**config.mk**
```make
export PLATFORM = sky130hd
export DESIGN_NAME = pbmc_ctrl
export DESIGN_NICKNAME = d
export VERILOG_FILES = /design/src/logic/pbmc_ctrl.v
export VERILOG_INCLUDE_DIRS = /design/src /design/src/logic
export SDC_FILE = /design/constraint.sdc
export NUM_CORES = 1
export LEC_CHECK = 0
export CAP_MARGIN = 5
export CORE_MARGIN = 1.5
export CORE_UTILIZATION = 30
export DETAILED_ROUTE_END_ITERATION = 16
export DONT_BUFFER_PORTS = 1
export MAX_ROUTING_LAYER = met4
export SYNTH_ARGS = -nofsm -noshare
export SYNTH_HDL_FRONTEND = slang
export SYNTH_SLANG_ARGS = --single-unit
export TNS_END_PERCENT = 1
```
**constraint.sdc**
```tcl
create_clock -name ref_clk -period 7.2 [get_ports ref_clk]
set_clock_uncertainty 0.15 [all_clocks]
set_input_delay 1.08 -clock ref_clk [delete_from_list [all_inputs] [get_ports ref_clk]]
set_output_delay 1.08 -clock ref_clk [all_outputs]
set_load 0.05 [all_outputs]
```
**src/logic/pbmc_regs.vh**
```
`ifndef PBMC_REGS_VH
`define PBMC_REGS_VH

// ***************************************************************
// Row map
// ***************************************************************
`define PBMC_ROW_W 11
`define PBMC_CLIP_FIRST 11'h000
`define PBMC_CLIP_LAST 11'h00f
`define PBMC_CLIP_ROWS 11'h004
`define PBMC_MSG_FIRST 11'h010
`define PBMC_LAST_ROW_MIN 11'h0ff
`define PBMC_LAST_ROW_MAX 11'h78f
`define PBMC_MSG_MAX 8

// ***************************************************************
// Timing
// ***************************************************************
`define PBMC_CLK_HZ 40000000
`define PBMC_ROW_TIME_US 125000
`define PBMC_ROW_CYCLES ((`PBMC_CLK_HZ / 1000000) * `PBMC_ROW_TIME_US)
`define PBMC_DEB_TIME_US 20000
`define PBMC_DEB_CYCLES ((`PBMC_CLK_HZ / 1000000) * `PBMC_DEB_TIME_US)
`define PBMC_GERASE_TIME_S 3
`define PBMC_GERASE_CYCLES (`PBMC_CLK_HZ * `PBMC_GERASE_TIME_S + 1)

`endif

```
**src/logic/pbmc_ctrl.v**
```verilog
// How it works
// - Play pulse while idle starts current message.
// - Playback ends at message last row.
// - Play pulse during playback stops it.
// - Play held low loops messages sequentially.
// - Record runs while capture trigger stays low.
// - Capture debounced at start; others both edges.
// - Erase only at first or last message.
// - Short erase pulse deletes current message.
// - Erase held over three seconds erases all.
// - Skip while idle advances pointer only.
// - Skip during playback advances and replays.
// - Ready low while busy in push-button mode.
// - Serial mode: low interrupt until cleared.
// - Storage addressed by 11-bit whole rows.
// - Rows 0x000-0x00F hold four sound clips.
// - Messages start at row 0x010.
// - Last row is a capacity parameter.
// - Message placement managed internally.
// - Exactly one of two operating modes.
// - State machine sets audio path per operation.
`timescale 1ns/100ps
`include "pbmc_regs.vh"

module pbmc_ctrl #(
  parameter [10:0] LAST_ROW = `PBMC_LAST_ROW_MIN,
  parameter integer DEB_CYCLES = `PBMC_DEB_CYCLES,
  parameter integer ROW_CYCLES = `PBMC_ROW_CYCLES,
  parameter integer GERASE_CYCLES = `PBMC_GERASE_CYCLES
) (
  input wire ref_clk,
  input wire srst,
  input wire serial_mode,
  input wire play_trigger_n,
  input wire capture_trigger_n,
  input wire erase_trigger_n,
  input wire skip_next_trigger_n,
  input wire cmd_done,
  input wire int_clear,
  output reg ready_oe,
  output reg ready_o,
  output reg [10:0] row_addr,
  output reg row_write,
  output reg row_erase,
  output reg audio_play,
  output reg audio_record
);

  // ***************************************************************
  // States
  // ***************************************************************
  localparam [4:0] ST_IDLE = 5'h01;
  localparam [4:0] ST_PLAY = 5'h02;
  localparam [4:0] ST_REC = 5'h04;
  localparam [4:0] ST_ERASE = 5'h08;
  localparam [4:0] ST_FWD = 5'h10;

  // ***************************************************************
  // Input synchronisers and debounce filters
  // ***************************************************************
  wire [3:0] raw_n = {skip_next_trigger_n, erase_trigger_n, capture_trigger_n, play_trigger_n};
  reg [3:0] sync1;
  reg [3:0] sync2;
  reg [3:0] sync3;
  wire [3:0] pressed;
  reg [3:0] pressed_q;
  wire [3:0] press_edge = pressed & ~pressed_q;
  wire [3:0] release_edge = ~pressed & pressed_q;

  always @(posedge ref_clk) begin
    if (srst) begin
      sync1 <= 4'hf;
      sync2 <= 4'hf;
      sync3 <= 4'hf;
      pressed_q <= 4'h0;
    end else begin
      sync1 <= raw_n;
      sync2 <= sync1;
      sync3 <= sync2;
      pressed_q <= pressed;
    end
  end

  genvar gi;
  generate
    for (gi = 0; gi < 4; gi = gi + 1) begin : g_deb
      // Agreed level of the last two stages; only agreed changes count.
      wire stable = (sync2[gi] == sync3[gi]);
      wire low = ~sync3[gi];
      // Each filter keeps its own counter and level, so that every
      // variable has exactly one process driving it.
      reg [21:0] cnt;
      reg prs;
      assign pressed[gi] = prs;
      always @(posedge ref_clk) begin
        if (srst) begin
          cnt <= 22'h000000;
          prs <= 1'b0;
        end else if (!stable) begin
          cnt <= 22'h000000;
        end else if (low == prs) begin
          cnt <= 22'h000000;
        end else if (gi == 1 && !low) begin
          // The capture trigger is filtered on its press only, so that
          // recording stops the moment the switch opens.
          cnt <= 22'h000000;
          prs <= 1'b0;
        end else if (cnt >= DEB_CYCLES[21:0] - 22'h000001) begin
          cnt <= 22'h000000;
          prs <= low;
        end else begin
          cnt <= cnt + 22'h000001;
        end
      end
    end
  endgenerate

  // ***************************************************************
  // Message table, kept by the block itself
  // ***************************************************************
  // Start row of each message; the end of message i is start of i+1 minus one.
  reg [10:0] msg_start [0:`PBMC_MSG_MAX];
  reg [3:0] msg_count;
  reg [3:0] msg_ptr;
  reg [4:0] state;
  reg [26:0] tick_cnt;
  reg [27:0] hold_cnt;
  reg global_erase;
  reg loop_mode;
  reg int_pend;
  integer k;

  function is_edge_msg;
    input [3:0] ptr;
    input [3:0] cnt;
    begin
      is_edge_msg = (cnt != 4'h0) && (ptr == 4'h0 || ptr == cnt - 4'h1);
    end
  endfunction

  function [3:0] wrap_next;
    input [3:0] ptr;
    input [3:0] cnt;
    begin
      wrap_next = (cnt == 4'h0 || ptr + 4'h1 >= cnt) ? 4'h0 : ptr + 4'h1;
    end
  endfunction

  wire row_tick = (tick_cnt >= ROW_CYCLES[26:0] - 27'h0000001);
  wire [10:0] msg_end = msg_start[msg_ptr + 4'h1] - 11'h001;
  wire [10:0] free_row = msg_start[msg_count];
  wire pb_mode = ~serial_mode;

  always @(posedge ref_clk) begin
    if (srst) begin
      state <= ST_IDLE;
      msg_count <= 4'h0;
      msg_ptr <= 4'h0;
      row_addr <= `PBMC_MSG_FIRST;
      row_write <= 1'b0;
      row_erase <= 1'b0;
      audio_play <= 1'b0;
      audio_record <= 1'b0;
      tick_cnt <= 27'h0000000;
      hold_cnt <= 28'h0000000;
      global_erase <= 1'b0;
      loop_mode <= 1'b0;
      for (k = 0; k <= `PBMC_MSG_MAX; k = k + 1) begin
        msg_start[k] <= `PBMC_MSG_FIRST;
      end
    end else begin
      row_write <= 1'b0;
      row_erase <= 1'b0;
      tick_cnt <= row_tick ? 27'h0000000 : tick_cnt + 27'h0000001;
      case (state)
        ST_IDLE: begin
          tick_cnt <= 27'h0000000;
          audio_play <= 1'b0;
          audio_record <= 1'b0;
          if (!pb_mode) begin
            state <= ST_IDLE;
          end else if (press_edge[1] && msg_count < `PBMC_MSG_MAX && free_row <= LAST_ROW) begin
            // A full array refuses a new recording; otherwise the next
            // message would start past the last row and leave the array.
            // New messages are appended after the last one stored.
            state <= ST_REC;
            row_addr <= free_row;
            audio_record <= 1'b1;
          end else if (press_edge[0] && msg_count != 4'h0) begin
            state <= ST_PLAY;
            row_addr <= msg_start[msg_ptr];
            audio_play <= 1'b1;
            loop_mode <= 1'b0;
          end else if (press_edge[2]) begin
            state <= ST_ERASE;
            hold_cnt <= 28'h0000000;
            global_erase <= 1'b0;
          end else if (press_edge[3]) begin
            state <= ST_FWD;
            msg_ptr <= wrap_next(msg_ptr, msg_count);
          end
        end
        ST_REC: begin
          if (!pressed[1] || (row_tick && row_addr == LAST_ROW)) begin
            state <= ST_IDLE;
            audio_record <= 1'b0;
            msg_start[msg_count + 4'h1] <= row_addr + 11'h001;
            msg_count <= msg_count + 4'h1;
            msg_ptr <= msg_count;
          end else if (row_tick) begin
            row_write <= 1'b1;
            row_addr <= row_addr + 11'h001;
          end
        end
        ST_PLAY: begin
          if (pressed[0] && tick_cnt == 27'h0000000 && row_addr != msg_start[msg_ptr]) begin
            loop_mode <= 1'b1;
          end
          if (press_edge[3]) begin
            msg_ptr <= wrap_next(msg_ptr, msg_count);
            row_addr <= msg_start[wrap_next(msg_ptr, msg_count)];
            tick_cnt <= 27'h0000000;
          end else if (press_edge[0]) begin
            state <= ST_IDLE;
            audio_play <= 1'b0;
          end else if (row_tick && row_addr == msg_end) begin
            if (pressed[0] && loop_mode) begin
              msg_ptr <= wrap_next(msg_ptr, msg_count);
              row_addr <= msg_start[wrap_next(msg_ptr, msg_count)];
            end else begin
              state <= ST_IDLE;
              audio_play <= 1'b0;
            end
          end else if (row_tick) begin
            row_addr <= row_addr + 11'h001;
          end
        end
        ST_ERASE: begin
          if (pressed[2]) begin
            if (hold_cnt >= GERASE_CYCLES[27:0] - 28'h0000001) begin
              global_erase <= 1'b1;
            end else begin
              hold_cnt <= hold_cnt + 28'h0000001;
            end
          end else begin
            state <= ST_IDLE;
            row_erase <= global_erase || is_edge_msg(msg_ptr, msg_count);
            if (global_erase) begin
              msg_count <= 4'h0;
              msg_ptr <= 4'h0;
              row_addr <= `PBMC_MSG_FIRST;
            end else if (is_edge_msg(msg_ptr, msg_count)) begin
              // Only an end message is removed, so the table stays packed.
              row_addr <= msg_start[msg_ptr];
              if (msg_ptr == 4'h0) begin
                // The remaining messages keep their rows; only the table
                // moves down, so the freed rows at the front stay unused
                // until a reset, since a global erase leaves the start rows as they are.
                for (k = 0; k < `PBMC_MSG_MAX; k = k + 1) begin
                  msg_start[k] <= msg_start[k + 1];
                end
              end
              msg_count <= msg_count - 4'h1;
              msg_ptr <= (msg_ptr == 4'h0) ? 4'h0 : msg_ptr - 4'h1;
            end
          end
        end
        ST_FWD: begin
          if (!pressed[3]) begin
            state <= ST_IDLE;
          end
        end
        default: begin
          state <= ST_IDLE;
        end
      endcase
    end
  end

  // ***************************************************************
  // Ready / interrupt pin
  // ***************************************************************
  always @(posedge ref_clk) begin
    if (srst) begin
      int_pend <= 1'b0;
      ready_oe <= 1'b0;
      ready_o <= 1'b0;
    end else begin
      if (cmd_done) begin
        int_pend <= 1'b1;
      end else if (int_clear) begin
        int_pend <= 1'b0;
      end
      ready_o <= 1'b0;
      // In serial mode the pin follows the next value of the pending flag,
      // so a clear releases it at once and a completion still wins.
      ready_oe <= pb_mode ? (state != ST_IDLE) :
                  ((int_pend && !int_clear) || cmd_done);
    end
  end

endmodule

```
---- After elaboration in Yosys (flattened, before gate mapping) ----
Memories as Yosys holds them, arrays and structs flattened. A register that Yosys moved wholly into a read port is not among the register bits.
Cells that the tools add are included.
cells by class
  add/subtract/negate cells ............... 12
  order comparisons ....................... 9
  equal/unequal tests ..................... 43
  multiplexer cells ....................... 115
  bitwise logic cells ..................... 24
  reductions and logical operators ........ 48
operators with widths
  kind                                                                 count
  two-way mux 11 bit                                                   21
  two-way mux 28 bit                                                   6
  two-way mux 4 bit                                                    24
  adder 22 x 1 -> 22 bit, second input constant                        4
  greater-or-equal comparator 22 x 20 -> 1 bit, second input constant  4
  two-way mux 5 bit                                                    12
  one-hot mux 28 bit (2 select lines)                                  1
  two-way mux 27 bit                                                   2
  one-hot mux 27 bit (2 select lines)                                  1
  one-hot mux 11 bit (4 select lines)                                  1
  two-way mux 1 bit                                                    40
  != test 2 bit, second input constant                                 16
  adder 28 x 1 -> 28 bit, second input constant                        1
  greater-or-equal comparator 28 x 27 -> 1 bit, second input constant  1
  adder 27 x 1 -> 27 bit, second input constant                        1
  greater-or-equal comparator 27 x 23 -> 1 bit, second input constant  1
  zero test 27 bit                                                     1
  one-hot mux 5 bit (5 select lines)                                   1
  != test 3 bit, second input constant                                 7
  AND reduction 7 bit                                                  3
  one-hot mux 4 bit (4 select lines)                                   1
  NOT 1 bit                                                            14
  AND reduction 12 bit                                                 1
  AND reduction 3 bit                                                  4
  39 further kinds                                                     83
word-level totals
  flip-flop bits (word level) ............. 195
  RAM bits ................................ 99
  output and inout bits ................... 17
  logic and storage cells ................. 278
  memories kept ........................... 1
memory list
  memory     depth  width  read ports  clocked after memory_dff  write ports  line             text
  msg_start  9      11     12          2                         9            pbmc_ctrl.v:122  reg [10:0] msg_start [0:`PBMC_MSG_MAX];

---- Depth between registers and ports, before layout ----
  depth in word-level cells ............... 12
  mapped depth ............................ 25

---- Worst setup path before layout ----
OpenSTA, ideal clock, no wires.
  path kind ............................... register to register
  start ................................... reg msg_ptr[0]
  end ..................................... reg (tool-made name)
  library setup time ...................... 0.123 ns
  arrival ................................. 5.006 ns
  data required time ...................... 6.927 ns
  slack ................................... 1.921 ns
  cell stages (with the launch flop) ...... 22
  buffers on the path ..................... 5
  clock period less this slack ............ 5.279 ns
  path through ............................ dfxtp_1 inv_2 buf_2 clkbuf_1 ha_1 buf_6 mux2_1 mux4_2 o21ai_0 ha_1 xor2_1 nor2b_1 nor3_1 a31oi_1 nor4_1 nand3_1 or4_1 buf_2 o21ai_1 or3b_1 buf_6 mux2_1
RTL lines
  element                   line             text
  start: declaration        pbmc_ctrl.v:124  reg [3:0] msg_ptr;
  start signal: assignment  pbmc_ctrl.v:200  msg_ptr <= wrap_next(msg_ptr, msg_count);
  start signal: assignment  pbmc_ctrl.v:209  msg_ptr <= msg_count;
  start signal: assignment  pbmc_ctrl.v:220  msg_ptr <= wrap_next(msg_ptr, msg_count);

==> metrics.yaml <==
outcome:
  status: "completed"
placed_design:
  dp_hpwl_microns: 51400
  port_buffers: 0
  postPlaceCellArea_sq_mm: 0.0230
  place_ws_ps: 1280
  gp_congestion: 0.935
sta:
  worstMarginPinSlew_ps: 1340
  final_hold_viol_count: 0
  setup_tns_ps: 0
  rsz0062_at_grt: "false"
  setup_ws_ps: 1180
  relSlewSlack: 0.0980
  setup_viol: 0
  period_share: 0.836
  fmax_mhz: 166
  fin_crit_ps: 6020
  slew_viol_final: 0
setup_path:
  end_kind: "register"
  crit_path_max_fanout: 46
  r2r-start: "msg_ptr[1]$_SDFFE_PP0P_"
  arrival_ps: 6370
  crit_start: "msg_ptr[1]$_SDFFE_PP0P_"
  crit_required_ps: 7550
  max_stage_delay_ps: 790
  critical_path.startpoint_type: "register"
  cpMaxStageDelayCell: "ha_4"
  critPathKind: "reg -> reg"
  path_cells: "inv_1, ha_4, mux2_2, mux4_2, o21ai_0, ha_1, xor2_1, nor2b_1, nor3_1, a31oi_1, nor4_1, nand3_1, or4_1, o21ai_1, or3b_1, mux2_1"
power:
  power_leakage_nw: 7.79
  power_density_mw_per_mm2: 195
  p_int_w: 0.00358
  vdd_drop_max_uv: 175
  power_frac_comb: 0.045
  p_clk_frac: 0.464
  switching_share: 0.245
  sequentialPowerShare: 0.492
  p_sw_w: 0.00116
  power_w: 0.00475
finish:
  final_util: 0.340
  drive_above_1_share: 0.142
  nets: 2160
  final_cell_mix: "nand2_1 (254), nor2_1 (227), dfxtp_1 (198), edfxtp_1 (176), o21ai_0 (144)"
  fill_cells: 7106
  layout_commonest_cell: "nand2_1"
  finalInstanceArea_sq_mm: 0.0244
  area_growth_pct: 11.9
min_path:
  hp-class: "reg -> reg"
  holdCritStartpoint: "sync1[1]$_SDFF_PP1_"
logic_synthesis:
  synth_cell_types: 81
  ys_ff_latch: 379
  syn_inst: 2142
  seq_area_frac_synth: 0.430
  yosys_warnings: 0
  synth_edf_count: 176
  syn_area_per_cell_sq_um: 10.2
  synth-main-ff-cell: "dfxtp_1"
  syn_area_sq_mm: 0.0218
  synthArstFlopShare: 0
clocking:
  clkSinkCount: 379
  hold_buffers: 0
  cts_buffers: 43
  cts_resized: 0
  htree_num_levels: 2
  clk_path_buf_depth: 3
  cts_tree: "built"
  clk_pin_slew_ps: 60
  root_buffer: "clkbuf_16"
  clock_latency_ps: 610
  cts_setup_buffers: 0
drt:
  drt_iter0_markers: 1942
  wl_per_cell_microns: 24.1
  drc: 0
  detail_route.first_pass.iterations: 6
  viasPerCell: 5.76
  routed_wl_microns: 75100
  postRouteAntennaNets: 0
  vias: 17900
die:
  start_util: 0.304
  row_count: 98
  die_h_microns: 272
  coreArea_sq_mm: 0.0716
  die_area_sq_mm: 0.0742
  die_w_microns: 272
  pin_count: 26
grt:
  antenna_found_initial: 1
  grt_overflow: 0
  grtUsageTotal: 0.207
  grt_max_degree: 81
  grt_pass1_wl_microns: 113000
  first_global_vias: 17600
run:
  drv_cap: 0
==> registers in the layout, summed over array words and instances, names as in the netlist, 4 cells and up, named ones only <==
register   count
tick_cnt      27
g_deb.prs      4
state          5
msg_ptr        4
msg_count      4
hold_cnt      28
sync2          4
msg_start    176
pressed_q      4
g_deb.cnt     88
row_addr      11
sync1          4
sync3          4
==> logic make-up after synthesis <==
family / Yosys count / synth area share
adder cells (fa/ha/maj): 24 / 0.0138
XOR/XNOR: 158 / 0.0644
flip-flops: 379 / 0.430
buffers and inverters: 178 / 0.0342
multiplexers: 225 / 0.179
AND/OR/NAND/NOR: 789 / 0.167
other: 1 / 0.000172
AO/OA/AOI/OAI: 388 / 0.112
==> path summary, 6_finish.rpt <==
path                                            end  slack (ps)  depth (start not counted)
worst min register to register  sync2[1]$_SDFF_PP1_         270                          1
worst max-delay path                       register        1180                         16
worst max register to register             register        1180                         16
worst min-delay path            sync2[1]$_SDFF_PP1_         270                          1
==> stage by stage <==
step                      std cells  hold slack (ps)
after floorplan                2154              239
after global placement         3032              251
after detailed placement       3032              249
after CTS                      3112              271
after global routing           3113              287
final                          3113              267
==> synthesized netlist by cell type, drive strengths merged, types with 24 or more instances <==
| master | n | area share |
|---|---|---|
| a21oi | 80 | 0.018 |
| a31oi | 25 | 0.0072 |
| and3 | 42 | 0.012 |
| buf | 35 | 0.0095 |
| clkbuf | 99 | 0.017 |
| dfxtp | 203 | 0.19 |
| edfxtp | 176 | 0.24 |
| ha | 24 | 0.014 |
| inv | 44 | 0.0076 |
| mux2 | 24 | 0.014 |
| mux2i | 74 | 0.034 |
| mux4 | 127 | 0.13 |
| nand2 | 254 | 0.044 |
| nand3 | 82 | 0.019 |
| nand4 | 29 | 0.0083 |
| nor2 | 235 | 0.041 |
| nor3 | 32 | 0.0074 |
| o21ai | 148 | 0.034 |
| xnor2 | 84 | 0.035 |
| xor2 | 74 | 0.030 |
==> power by group through the flow <==
stage / combinational (W) / clock [W] / sequential (W)
6_report: 0.000213 / 0.00220 / 0.00233
5_1_grt: 0.000226 / 0.00231 / 0.00234
4_1_cts: 0.000210 / 0.00224 / 0.00233
3_5_place_dp: 0.000209 / 0 / 0.00238
3_3_place_gp: 0.000207 / 0 / 0.00238
2_1_floorplan: 0.000134 / 0 / 0.00236
==> critical path: cells and delay by family (launching register included) <==
kind | cells | cell delay [ps]
AO/OA/AOI/OAI | 3 | 460
AND/OR/NAND/NOR | 6 | 2170
flip-flops | 1 | 430
buffers and inverters | 1 | 140
XOR/XNOR | 1 | 120
multiplexers | 3 | 1300
adder cells (fa/ha/maj) | 2 | 1070
==> routing by layer <==
layer	share of wire	track usage	up-vias	wire (microns)
met4	0.067	0.126	0	5000
met5	0	-	-	0
met3	0.076	0.0335	215	5730
met1	0.39	0.249	8892	29500
met2	0.46	0.325	906	34800
li1	-	-	7905	-
==> area by class of cell <==
type / instances / area (sq um) / share of cell area
Sequential cell: 379 / 9360 / 0.384
Timing Repair Buffer: 62 / 465 / 0.0191
Tap cell: 950 / 1190 / 0.0488
Clock inverter: 16 / 184 / 0.00755
Inverter: 44 / 165 / 0.00678
Antenna cell: 1 / 2.50 / 0.000103
Clock buffer: 64 / 1210 / 0.0498
Multi-Input combinational cell: 1597 / 11800 / 0.484
Note: power is estimated with default switching activity, not from simulation.
